[src/pixel_port_pkg.sv]
// Purpose: Shared constants and types of the pixel port multiplexer.
// Assumes: 32-bit AHB-Lite register access, byte addresses below.
// Notes: Format codes are the low six bits of the format-select register.
package pixel_port_pkg;

   // Register byte offsets
   localparam int ADDR_BITS = 12;
   localparam logic [11:0] OFF_FORMAT = 12'h000;
   localparam logic [11:0] OFF_CONTROL = 12'h004;
   localparam logic [11:0] OFF_PAGE = 12'h008;
   localparam logic [11:0] OFF_STATUS = 12'h00c;

   // Reset values
   localparam logic [7:0] FORMAT_RESET = 8'h2d;
   localparam logic [7:0] CONTROL_RESET = 8'h00;
   localparam logic [7:0] PAGE_RESET = 8'h00;

   // Field positions
   localparam int FORMAT_CODE_BITS = 6;
   localparam int NIBBLE_ENABLE_BIT = 3;
   localparam int SPLIT_SHIFT_BIT = 2;
   localparam int STATUS_MODE_POS = 0;
   localparam int STATUS_REMAIN_POS = 8;
   localparam int STATUS_INDEX_POS = 16;

   // Format codes
   localparam logic [5:0] CODE_PASS = 6'h2d;
   localparam logic [3:0] CODE_PLANE1 = 4'h4;
   localparam logic [3:0] CODE_PLANE2 = 4'h5;
   localparam logic [3:0] CODE_PLANE4 = 4'h6;
   localparam logic [3:0] CODE_PLANE8 = 4'h7;
   localparam logic [5:0] CODE_NIBBLE = 6'h1f;

   // Bus and pin widths
   localparam int PIXEL_BUS_BITS = 32;
   localparam int LEGACY_BITS = 8;
   localparam int NIBBLE_BUS_BITS = 16;
   localparam logic [2:0] HSIZE_WORD = 3'h2;

   typedef enum logic [2:0] {
      MODE_PASS,
      MODE_PLANE1,
      MODE_PLANE2,
      MODE_PLANE4,
      MODE_PLANE8,
      MODE_NIBBLE,
      MODE_RESERVED
   } mode_type;

   typedef struct packed {
      mode_type mode;
      logic [5:0] per_load;
   } decode_type;

endpackage

[src/ahb_register_port.sv]
// Purpose: AHB-Lite slave holding the format, control and page registers.
// Assumes: Single word transfers; zero wait states; response always OKAY.
// Notes: Read data forwards a write completing in the same cycle.
`timescale 1ns/10ps
module ahb_register_port
   import pixel_port_pkg::*;
(
   input wire logic hclk,
   input wire logic hresetn,
   input wire logic hsel,
   input wire logic [31:0] haddr,
   input wire logic [1:0] htrans,
   input wire logic hwrite,
   input wire logic [2:0] hsize,
   input wire logic [31:0] hwdata,
   input wire logic hready,
   output logic hreadyout,
   output logic hresp,
   output logic [31:0] hrdata,
   output logic [7:0] format_reg,
   output logic [7:0] control_reg,
   output logic [7:0] page_reg,
   input wire logic [31:0] status
);

   typedef struct packed {
      logic wr_pend;
      logic [11:0] wr_addr;
      logic [7:0] format;
      logic [7:0] control;
      logic [7:0] page;
      logic [31:0] rdata;
   } reg_state_type;

   reg_state_type q;
   reg_state_type d;

   always_comb begin
      d = q;
      d.wr_pend = 1'b0;
      if (q.wr_pend) begin
         if (q.wr_addr == OFF_FORMAT) begin
            d.format = hwdata[7:0];
         end else if (q.wr_addr == OFF_CONTROL) begin
            d.control = hwdata[7:0];
         end else if (q.wr_addr == OFF_PAGE) begin
            d.page = hwdata[7:0];
         end
      end
      if (hsel && hready && htrans[1] && hsize == HSIZE_WORD) begin
         if (hwrite) begin
            d.wr_pend = 1'b1;
            d.wr_addr = haddr[ADDR_BITS-1:0];
         end else if (haddr[ADDR_BITS-1:0] == OFF_FORMAT) begin
            d.rdata = {24'h00_0000, d.format};
         end else if (haddr[ADDR_BITS-1:0] == OFF_CONTROL) begin
            d.rdata = {24'h00_0000, d.control};
         end else if (haddr[ADDR_BITS-1:0] == OFF_PAGE) begin
            d.rdata = {24'h00_0000, d.page};
         end else if (haddr[ADDR_BITS-1:0] == OFF_STATUS) begin
            d.rdata = status;
         end else begin
            d.rdata = 32'h0000_0000;
         end
      end
   end

   always_ff @(posedge hclk or negedge hresetn) begin
      if (!hresetn) begin
         q.wr_pend <= 1'b0;
         q.wr_addr <= 12'h000;
         q.format <= FORMAT_RESET;
         q.control <= CONTROL_RESET;
         q.page <= PAGE_RESET;
         q.rdata <= 32'h0000_0000;
         hreadyout <= 1'b0;
         hresp <= 1'b0;
      end else begin
         q <= d;
         hreadyout <= 1'b1;
         hresp <= 1'b0;
      end
   end

   assign hrdata = q.rdata;
   assign format_reg = q.format;
   assign control_reg = q.control;
   assign page_reg = q.page;

endmodule // ahb_register_port

[src/pixel_port_multiplexer.sv]
// Purpose: Pixel port input multiplexer feeding the colour palette address.
// Assumes: Bus-load and dot clocks are slow pins sampled by hclk.
// Notes: One bus load is latched per bus-load clock rise, then shifted
//        out one group per dot clock rise, lowest group first.
`timescale 1ns/10ps
module pixel_port_multiplexer
   import pixel_port_pkg::*;
(
   input wire logic hclk,
   input wire logic hresetn,
   input wire logic hsel,
   input wire logic [31:0] haddr,
   input wire logic [1:0] htrans,
   input wire logic hwrite,
   input wire logic [2:0] hsize,
   input wire logic [31:0] hwdata,
   input wire logic hready,
   output logic hreadyout,
   output logic hresp,
   output logic [31:0] hrdata,
   input wire logic video_control_clock,
   input wire logic pixel_dot_clock,
   input wire logic nibble_select_flag,
   input wire logic [31:0] pixel_bus,
   input wire logic [7:0] legacy_pixel,
   output logic [7:0] palette_address,
   output logic palette_address_valid,
   output logic mode_reserved
);

   typedef struct packed {
      logic [1:0] load_sync;
      logic [1:0] dot_sync;
      logic [1:0] flag_sync;
      logic [1:0][PIXEL_BUS_BITS-1:0] bus_sync;
      logic [1:0][LEGACY_BITS-1:0] legacy_sync;
      logic load_prev;
      logic dot_prev;
      mode_type mode;
      logic [PIXEL_BUS_BITS-1:0] held;
      logic [5:0] remaining;
      logic [4:0] index;
      logic [7:0] addr;
      logic valid;
      logic reserved;
   } mux_state_type;

   mux_state_type q;
   mux_state_type d;

   logic [7:0] format_reg;
   logic [7:0] control_reg;
   logic [7:0] page_reg;
   logic [31:0] status;
   logic [NIBBLE_BUS_BITS-1:0] nibble_bus;
   logic nibble_override;
   decode_type decoded;

   ahb_register_port u_regs (
      .hclk(hclk),
      .hresetn(hresetn),
      .hsel(hsel),
      .haddr(haddr),
      .htrans(htrans),
      .hwrite(hwrite),
      .hsize(hsize),
      .hwdata(hwdata),
      .hready(hready),
      .hreadyout(hreadyout),
      .hresp(hresp),
      .hrdata(hrdata),
      .format_reg(format_reg),
      .control_reg(control_reg),
      .page_reg(page_reg),
      .status(status)
   );

   // Mode and pixels per load from the format code; bits 7:6 ignored
   function automatic decode_type decode_format(input logic [5:0] code, input logic nib);
      decode_type r;
      r.mode = MODE_RESERVED;
      r.per_load = 6'd0;
      if (nib) begin
         r.mode = MODE_NIBBLE;
         r.per_load = 6'd4;
      end else if (code == CODE_PASS) begin
         r.mode = MODE_PASS;
         r.per_load = 6'd1;
      end else if (code == CODE_NIBBLE) begin
         r.mode = MODE_NIBBLE;
         r.per_load = 6'd4;
      end else if (code[5:2] == CODE_PLANE1) begin
         r.mode = MODE_PLANE1;
         r.per_load = 6'd4 << code[1:0];
      end else if (code[5:2] == CODE_PLANE2) begin
         r.mode = MODE_PLANE2;
         r.per_load = 6'd2 << code[1:0];
      end else if (code[5:2] == CODE_PLANE4) begin
         r.mode = MODE_PLANE4;
         r.per_load = 6'd1 << code[1:0];
      end else if (code[5:2] == CODE_PLANE8) begin
         r.mode = MODE_PLANE8;
         r.per_load = 6'd1 << code[1:0];
      end
      return r;
   endfunction

   assign nibble_override = control_reg[NIBBLE_ENABLE_BIT] && !control_reg[SPLIT_SHIFT_BIT];
   assign decoded = decode_format(format_reg[FORMAT_CODE_BITS-1:0], nibble_override);

   // Nibble mode keeps one nibble of each byte, lowest byte first
   genvar gi;
   generate
      for (gi = 0; gi < 4; gi++) begin : g_nibble
         assign nibble_bus[gi*4 +: 4] = q.flag_sync[1] ?
            q.bus_sync[1][gi*8+4 +: 4] : q.bus_sync[1][gi*8 +: 4];
      end
   endgenerate

   always_comb begin
      logic [PIXEL_BUS_BITS-1:0] shifted;
      logic [4:0] amount;
      shifted = '0;
      amount = 5'd0;
      d = q;
      d.load_sync = {q.load_sync[0], video_control_clock};
      d.dot_sync = {q.dot_sync[0], pixel_dot_clock};
      d.flag_sync = {q.flag_sync[0], nibble_select_flag};
      d.bus_sync = {q.bus_sync[0], pixel_bus};
      d.legacy_sync = {q.legacy_sync[0], legacy_pixel};
      d.load_prev = q.load_sync[1];
      d.dot_prev = q.dot_sync[1];
      d.valid = 1'b0;

      case (q.mode)
         MODE_PLANE1: amount = q.index;
         MODE_PLANE2: amount = {q.index[3:0], 1'b0};
         MODE_PLANE4: amount = {q.index[2:0], 2'b00};
         MODE_NIBBLE: amount = {q.index[2:0], 2'b00};
         MODE_PLANE8: amount = {q.index[1:0], 3'b000};
         default: amount = 5'd0;
      endcase
      shifted = q.held >> amount;

      if (q.load_sync[1] && !q.load_prev) begin
         // Whole load and current format taken together
         d.mode = decoded.mode;
         d.remaining = decoded.per_load;
         d.index = 5'd0;
         d.reserved = (decoded.mode == MODE_RESERVED);
         if (decoded.mode == MODE_PASS) begin
            d.held = {24'h00_0000, q.legacy_sync[1]};
         end else if (decoded.mode == MODE_NIBBLE) begin
            d.held = {16'h0000, nibble_bus};
         end else begin
            d.held = q.bus_sync[1];
         end
      end else if (q.dot_sync[1] && !q.dot_prev && q.remaining != 6'd0) begin
         d.valid = 1'b1;
         d.index = q.index + 5'd1;
         d.remaining = q.remaining - 6'd1;
         case (q.mode)
            MODE_PLANE1: d.addr = {page_reg[7:1], shifted[0]};
            MODE_PLANE2: d.addr = {page_reg[7:2], shifted[1:0]};
            MODE_PLANE4: d.addr = {page_reg[7:4], shifted[3:0]};
            MODE_NIBBLE: d.addr = {page_reg[7:4], shifted[3:0]};
            default: d.addr = shifted[7:0];
         endcase
      end
   end

   always_ff @(posedge hclk or negedge hresetn) begin
      if (!hresetn) begin
         q.load_sync <= 2'b00;
         q.dot_sync <= 2'b00;
         q.flag_sync <= 2'b00;
         q.bus_sync <= '0;
         q.legacy_sync <= '0;
         q.load_prev <= 1'b0;
         q.dot_prev <= 1'b0;
         q.mode <= MODE_PASS;
         q.held <= 32'h0000_0000;
         q.remaining <= 6'd0;
         q.index <= 5'd0;
         q.addr <= 8'h00;
         q.valid <= 1'b0;
         q.reserved <= 1'b0;
      end else begin
         q <= d;
      end
   end

   // Status word fields placed at their package positions
   always_comb begin
      status = 32'h0000_0000;
      status[STATUS_MODE_POS +: 3] = q.mode;
      status[STATUS_REMAIN_POS +: 6] = q.remaining;
      status[STATUS_INDEX_POS +: 5] = q.index;
   end
   assign palette_address = q.addr;
   assign palette_address_valid = q.valid;
   assign mode_reserved = q.reserved;

endmodule // pixel_port_multiplexer

[config.mk]
export PLATFORM = sky130hd
export DESIGN_NAME = pixel_port_multiplexer
export DESIGN_NICKNAME = d
export VERILOG_FILES = /design/src/pixel_port_pkg.sv /design/src/ahb_register_port.sv /design/src/pixel_port_multiplexer.sv
export SDC_FILE = /design/constraint.sdc
export NUM_CORES = 1
export LEC_CHECK = 0
export BUFFER_PORTS_ARGS = -buffer_cell sky130_fd_sc_hd__buf_2
export CAP_MARGIN = 20
export CORE_MARGIN = 2
export CORE_UTILIZATION = 49
export DETAILED_ROUTE_END_ITERATION = 8
export PLACE_DENSITY = 0.77
export SLEW_MARGIN = 25
export SYNTH_ARGS = -nofsm -noshare
export SYNTH_HDL_FRONTEND = slang
export SYNTH_SLANG_ARGS = --single-unit
[constraint.sdc]
create_clock -name hclk -period 2.2 [get_ports hclk]
set_input_delay 0.55 -clock hclk [delete_from_list [all_inputs] [get_ports hclk]]
set_output_delay 0.55 -clock hclk [all_outputs]
set_load 0.02 [all_outputs]
# Yosys cells after proc, flatten, opt, wreduce, memory -nomap -nowiden
# Cells that the tools add are included.
[classes]
n_addsub = 2
n_eq_ne = 19
shift = 4
mux = 30
n_bitwise = 2
n_reduce_logical = 19
[ops]
columns = ["cell", "n"]
rows = [
  ["$mux W32", 5],
  ["$mux W9", 6],
  ["$mux W8", 5],
  ["$eq A12 B4 Y1 const B", 3],
  ["$shr A32 B5 Y8", 1],
  ["$mux W13", 2],
  ["$eq A12 B3 Y1 const B", 2],
  ["$logic_not A12 Y1", 2],
  ["$mux W24", 1],
  ["$pmux W8 S3", 1],
  ["$mux W21", 1],
  ["$mux W20", 1],
  ["$pmux W5 S4", 1],
  ["$eq A4 B3 Y1 const B", 4],
  ["$mux W16", 1],
  ["$mux W4", 4],
  ["$eq A3 B3 Y1 const B", 4],
  ["$mux W11", 1],
  ["$eq A3 B2 Y1 const B", 3],
  ["$logic_and A1 B1 Y1", 7],
  ["$eq A6 B5 Y1 const B", 1],
  ["$eq A6 B6 Y1 const B", 1],
  ["$reduce_and A2 Y1", 3],
  ["$reduce_bool A6 Y1", 1],
  ["other kinds (12)", 15],
]
[word_totals]
register_bits = 214
inputBits = 117
out_inout_bits = 44
word_cells = 99

# Depth between registers and ports, before layout
# Gate-level depths: netlist (run 1).
[logic_depth]
ltp_word = 11
depth_mapped = 11
ltp_nobuf = 8

# Modules after synthesis
# A second synthesis (run 1) with hierarchy kept.
[hier_totals]
hier_cells = 878
hier_area_um2 = 9989.6
[modules_own_cells]
columns = ["mod", "instances", "cells_each", "area_per_inst_um2", "seq_area_each_um2"]
rows = [
  ["pixel_port_multiplexer", 1, 569, 6577.6, 3603.5],
  ["ahb_register_port", 1, 309, 3412.0, 1756.7],
]

# Worst setup path after synthesis (run 1)
# OpenSTA, ideal clock, no wires.
[synth_path]
path_type = "reg2reg"
start = "register q[10] in the netlist's numbering"
end = "register q (netlist bit palette_address[2])"
setup_time_ns = 0.130
arrival_ns = 2.258
required_ns = 2.070
slack_ns = -0.188
stages_incl_launch_ff = 8
period_less_slack_ns = 2.388
path_cell_list = "dfrtp_1 -> buf_2 -> nand3b_1 -> a21oi_2 -> mux4_2 -> mux4_2 -> nand3b_1 -> nand4_1"
[synth_between]
elab_chain_len = 3
[synth_rtl]
columns = ["element", "line", "rtl"]
rows = [
  ["start, declared", "pixel_port_multiplexer.sv:48", "mux_state_type q;"],
  ["$pmux W5 S4", "pixel_port_multiplexer.sv:135", "case (q.mode)"],
  ["$shr A32 B5 Y8", "pixel_port_multiplexer.sv:143", "shifted = q.held >> amount;"],
  ["$pmux W8 S3", "pixel_port_multiplexer.sv:162", "case (q.mode)"],
]
# Every way passes these cells.
# A chain may end at the register's enable or synchronous reset.

==> results.sh, run 1 <==
export IMPL_max_freq_mhz=418.3
export IMPL_swShare_pct=29.10
export IMPL_worst_pin_slew_ns=0.5091
export IMPL_synth_area_leaders="dfrtp_1, mux2i_1, nand2_1"
export IMPL_port_buffers=101
export IMPL_antenna_found_initial=0
export IMPL_synth_main_ff_cell="dfrtp_1"
export IMPL_crit_fanout=7
export IMPL_numCtsBuffers=21
export IMPL_yosysTopAreaCell="dfrtp_1"
export IMPL_vias_per_cell=5.552
export IMPL_clk_pin_slew_ns=0.07
export IMPL_whs_ns=0.03605
export IMPL_largest_register="q"
export IMPL_syn_area_um2=9265
export IMPL_rows=50
export IMPL_power_switching_mw=3.059
export IMPL_wire_per_inst_um=17.61
export IMPL_drt_iter0_markers=347
export IMPL_crit_path_start_kind="flip-flop"
export IMPL_place_gp_congestion=0.8335
export IMPL_hold_viol_final=0
export IMPL_violations="setup timing"
export IMPL_die_area_um2=20020
export IMPL_place_ws_ns=-0.2172
export IMPL_worstSetupPathType="reg -> reg"
export IMPL_p_leak_nw=5.504
export IMPL_grt_overflow=0
export IMPL_p_int_mw=7.455
export IMPL_die_w_um=141.5
export IMPL_numClockSinks=201
export IMPL_maxSlewViolCount=0
export IMPL_endpoint_kind="flip-flop"
export IMPL_n_fill_cell=1367
export IMPL_finalCriticalPeriod_ns=2.391
export IMPL_ys_top_cells_by_count="dfrtp_1, nand2_1, mux2i_1"
export IMPL_final_nets=1110
export IMPL_cts_root_buf="clkbuf_16"
export IMPL_diodes=0
export IMPL_yosysTopAreaCellShare_pct=53.21
export IMPL_powerDensity_nw_per_um2=875.0
export IMPL_vdd_drop_max_mv=0.7268
export IMPL_slew_headroom_pct=66.06
export IMPL_drc=0
export IMPL_post_dp_hpwl_mm=14.41
export IMPL_largest_reg_flops=89
export IMPL_grt_pass1_vias=6612
export IMPL_fin_ws_ns=-0.1908
export IMPL_cts_tree="built"
export IMPL_combPwrFrac_pct=25.0
export IMPL_r2r_cells=8
export IMPL_finalCritPeriodShare_pct=108.7
export IMPL_synth_warnings=0
export IMPL_clk_latency_ns=0.50
export IMPL_drtAntennaViolNets=0
export IMPL_clockPowerShare_pct=32.7
export IMPL_grt_pass1_wl_mm=33.93
export IMPL_syn_inst=807
export IMPL_wl_mm=21.78
export IMPL_grt_total_usage_pct=21.21
export IMPL_fin_area_um2=12020
export IMPL_yosys_cell_count_top_type="dfrtp_1"
export IMPL_skew_ns=0.01591
export IMPL_ys_types=73
export IMPL_clock_path_buffers=3
export IMPL_r2r_start="u_regs.q[57]"
export IMPL_setup_viol_count_final=15
export IMPL_status="finished, violations left"
export IMPL_initial_utilization_pct=49.70
export IMPL_io_pins=161
export IMPL_multi_input_area_um2=4129
export IMPL_seq_area_um2=5039
export IMPL_coreArea_um2=18640
export IMPL_worstPathRequired_ns=2.57
export IMPL_layout_drive_gt1_share_pct=37.99
export IMPL_place_area_um2=10380
export IMPL_fin_util_pct=64.46
export IMPL_hold_class="in -> async"
export IMPL_grt_max_degree=64
export IMPL_ys_ff_latch=201
export IMPL_syn_to_final_growth_pct=29.70
export IMPL_route_vias_total=6868
export IMPL_maxCapViolations=0
export IMPL_r2r_slack_ns=-0.19
export IMPL_dr_pass1_iters=7
export IMPL_ctsHoldBuffers=0
export IMPL_ys_seq_area_share_pct=54.34
export IMPL_synth_edf_count=0
export IMPL_synth_area_per_cell_um2=11.48
export IMPL_die_h_um=141.5
export IMPL_reg2reg_to="u_regs.hrdata[0]"
export IMPL_synth_async_sr_flop_share_pct=100.0
export IMPL_cp_arrival_ns=2.76
export IMPL_htree_levels=1
export IMPL_p_seq_share_pct=42.3
export IMPL_rsz0062_at_grt="true"
logic make-up (layout without fill, tap and decap cells):
logic type	after synthesis	after routing	synth area share, %
XOR/XNOR	12	12	1.134
buffers and inverters	99	281	6.752
multiplexers	122	123	14.99
other	2	15	0.08106
AO/OA/AOI/OAI	143	143	10.74
AND/OR/NAND/NOR	225	225	11.56
adder cells (fa/ha/maj)	3	3	0.4052
flip-flops	201	201	54.34
per-stage QoR:
stage | total power, mW | setup TNS, ns | std cells
after floorplan | 5.795 | -0.3106 | 820
after global placement | 6.511 | -1.447 | 1167
after detailed placement | 6.559 | -1.801 | 1167
after CTS | 10.38 | -1.377 | 1228
after global routing | 10.99 | -3.476 | 1237
final | 10.51 | -1.791 | 1237
power groups by stage:
stage               logic, mW  clock network, mW  registers, mW
global route             2.84               3.66           4.49
finish                   2.63               3.44           4.45
CTS                      2.47               3.50           4.41
global placement         2.08                  0           4.44
floorplan                1.46                  0           4.33
detailed placement       2.11                  0           4.45
final cells by class:
type | instances | share of cell area (%)
Timing Repair Buffer | 236 | 15.42
Tap cell | 234 | 2.436
Clock buffer | 28 | 4.758
Clock inverter | 8 | 0.8122
Inverter | 9 | 0.2811
Multi-Input combinational cell | 521 | 34.36
Sequential cell | 201 | 41.93
cells in the final DEF, fill, tap and decap left out, drive strengths merged, types with 15 or more instances in the layout:
master,count
a21oi,21
a22o,27
buf,234
clkbuf,29
conb,15
dfrtp,197
mux2,35
mux2i,78
nand2,108
nor2,43
o21ai,41
routing by layer:
metal  up-vias  track usage, %  share of wire (%)
met1      3402           28.66                 42
li1       3181               -                  -
met4         0           5.526                2.3
met3        43           3.206                5.6
met2       242           36.20                 51
met5         -               0                  0
worst max path at each step:
stage	from	endpoint	slack, ns	cells after the start
after detailed placement	u_regs.q[57]	u_regs.hrdata[0]	-0.22	8
final	u_regs.q[57]	u_regs.hrdata[0]	-0.19	8
after CTS	u_regs.q[57]	u_regs.hrdata[2]	-0.22	8
after global placement	u_regs.q[57]	u_regs.hrdata[0]	-0.19	8
after floorplan	u_regs.q[57]	u_regs.hrdata[0]	-0.08	8
after global routing	u_regs.q[57]	u_regs.hrdata[2]	-0.34	8
what timing repair did:
action,4_1_cts,5_1_grt
gates resized for setup,80,55
endpoints found under the setup margin,16,29
pin swaps,29,24
setup buffers,23,9
gates cloned,6,1
critical path: stages, from the launching register on:
cell and delay (ns):
dfrtp_1 0.38, nor4_2 0.28, nand3_1 0.13, or3b_1 0.38, buf_6 0.15, mux2_4 0.30, mux2_2 0.26, a222oi_1 0.30
o21ai_1 0.09
No activity file was read; power rests on OpenSTA's default activity.
==> inputs of run 2 (changes only) <==
--- a/config.mk
+++ b/config.mk
@@ -9,8 +9,10 @@
 export CAP_MARGIN = 20
 export CORE_MARGIN = 2
 export CORE_UTILIZATION = 49
+export CTS_CLUSTER_SIZE = 28
 export DETAILED_ROUTE_END_ITERATION = 8
-export PLACE_DENSITY = 0.77
+export MAX_ROUTING_LAYER = met4
+export PLACE_DENSITY = 0.73
 export SLEW_MARGIN = 25
 export SYNTH_ARGS = -nofsm -noshare
 export SYNTH_HDL_FRONTEND = slang
==> run 2 against run 1 <==
  * The run still ends with setup timing left
  * Via count fell by 4.8%
  * Combinational power shrank 11%
  * Global-route usage shrank 0.17 points
  * Utilization shrank 2.8 points
==> results.sh, run 2 (synthesis results as in run 1) <==
export IMPL_status="finished, violations left"
export IMPL_violations="setup timing"
export IMPL_grt_overflow=0
export IMPL_drtAntennaViolNets=0
export IMPL_combPwrFrac_pct=22.3
export IMPL_vdd_drop_max_mv=0.7335
export IMPL_largest_reg_flops=89
export IMPL_clk_latency_ns=0.50
export IMPL_maxSlewViolCount=0
export IMPL_clock_path_buffers=3
export IMPL_layout_drive_gt1_share_pct=35.11
export IMPL_setup_viol_count_final=16
export IMPL_max_freq_mhz=418.8
export IMPL_fin_ws_ns=-0.1876
export IMPL_hold_viol_final=0
export IMPL_place_ws_ns=-0.2576
export IMPL_crit_fanout=5
export IMPL_place_gp_congestion=0.8528
export IMPL_cts_root_buf="clkbuf_16"
export IMPL_wl_mm=20.30
export IMPL_p_leak_nw=5.300
export IMPL_power_switching_mw=2.954
export IMPL_worstPathRequired_ns=2.57
export IMPL_cts_tree="built"
export IMPL_cp_arrival_ns=2.76
export IMPL_slew_headroom_pct=56.16
export IMPL_grt_pass1_wl_mm=32.74
export IMPL_die_area_um2=20020
export IMPL_fin_util_pct=61.70
export IMPL_numCtsBuffers=21
export IMPL_swShare_pct=28.05
export IMPL_clockPowerShare_pct=35.8
export IMPL_worstSetupPathType="reg -> reg"
export IMPL_skew_ns=0.008549
export IMPL_final_nets=1082
export IMPL_initial_utilization_pct=49.70
export IMPL_coreArea_um2=18640
export IMPL_diodes=0
export IMPL_grt_max_degree=42
export IMPL_worst_pin_slew_ns=0.6508
export IMPL_route_vias_total=6535
export IMPL_endpoint_kind="flip-flop"
export IMPL_final_cell_mix="dfrtp_1, nand2_1, buf_2, buf_4, mux2i_1"
export IMPL_rsz0062_at_grt="true"
export IMPL_clk_pin_slew_ns=0.06
export IMPL_rows=50
export IMPL_powerDensity_nw_per_um2=915.5
export IMPL_p_int_mw=7.578
export IMPL_antenna_found_initial=0
export IMPL_port_buffers=101
export IMPL_finalCritPeriodShare_pct=108.5
export IMPL_grt_total_usage_pct=21.04
export IMPL_power_total_mw=10.53
export IMPL_crit_path_start_kind="flip-flop"
export IMPL_io_pins=161
export IMPL_layout_commonest_cell="dfrtp_1"
export IMPL_die_h_um=141.5
export IMPL_dr_pass1_iters=7
export IMPL_largest_register="q"
export IMPL_maxCapViolations=0
export IMPL_drt_iter0_markers=351
export IMPL_die_w_um=141.5
export IMPL_numClockSinks=201
export IMPL_syn_to_final_growth_pct=24.16
export IMPL_hold_class="in -> reg"
export IMPL_htree_levels=1
export IMPL_finalCriticalPeriod_ns=2.388
export IMPL_wire_per_inst_um=16.76
export IMPL_drc=0
export IMPL_vias_per_cell=5.396
export IMPL_grt_pass1_vias=6425
export IMPL_p_seq_share_pct=41.9
export IMPL_post_dp_hpwl_mm=14.31
==> run 2: metrics by stage <==
stage	hold WS, ns	setup TNS, ns	instances	cell area, um^2
6_report	0.1564	-1.640	1211	11500
5_1_grt	0.1346	-3.275	1211	11500
4_1_cts	0.1359	-1.740	1207	11400
3_5_place_dp	0.3347	-2.501	1157	10320
3_3_place_gp	0.3345	-2.171	1157	10320
2_1_floorplan	0.2544	-0.3106	820	9335
==> run 2: layer usage <==
| layer | part of all wire (%) | vias up | track usage [%] |
|---|---|---|---|
| met5 | 0 | - | - |
| met4 | 1.9 | 0 | 5.000 |
| met3 | 3.9 | 27 | 2.734 |
| met2 | 49 | 167 | 34.49 |
| met1 | 45 | 3214 | 28.30 |
| li1 | - | 3127 | - |
==> run 2: power by group through the flow <==
stage | sequential (mW) | clock, mW | combinational, mW
after detailed placement | 4.45 | 0 | 2.07
after floorplan | 4.33 | 0 | 1.46
after CTS | 4.40 | 3.86 | 2.29
final | 4.41 | 3.77 | 2.35
after global routing | 4.45 | 4.01 | 2.56
after global placement | 4.43 | 0 | 2.04
==> run 2: path summary, 6_finish.rpt <==
kind,start,to,slack (ns),cells after the start
setup / recovery,u_regs.q[63],u_regs.hrdata[1],-0.19,7
hold / removal,pixel_bus[30],d[136],0.16,1
setup reg to reg,u_regs.q[63],u_regs.hrdata[1],-0.19,7
hold reg to reg,d[131],q[131],0.34,0
max in group asynchronous,hresetn,q[28],0.99,3
min in group asynchronous,hresetn,u_regs.hrdata[18],0.54,2
==> run 2: layout make-up <==
type | instances | area (um^2)
Inverter | 9 | 37.54
Fill cell | 1495 | 7139
Sequential cell | 201 | 5037
Tap cell | 234 | 292.8
Timing Repair Buffer | 208 | 1491
Clock inverter | 9 | 155.1
Multi-Input combinational cell | 521 | 3894
Clock buffer | 29 | 595.6
==> run 2: critical path, stage by stage, from the launching register on <==
cell and delay, ns:
dfrtp_1 0.39, nor4b_2 0.28, nand3_1 0.13, or3b_4 0.45
mux2_4 0.33, mux2_2 0.26, a222oi_1 0.33, o21ai_1 0.09
==> run 2: repair_timing <==
item,in CTS,in global routing
hold endpoints to repair,33,0
hold buffers,1,0
cloned,4,0
setup buffers,7,6
pin swaps,29,10
gates resized for setup,55,27
endpoints found under the setup margin,16,26
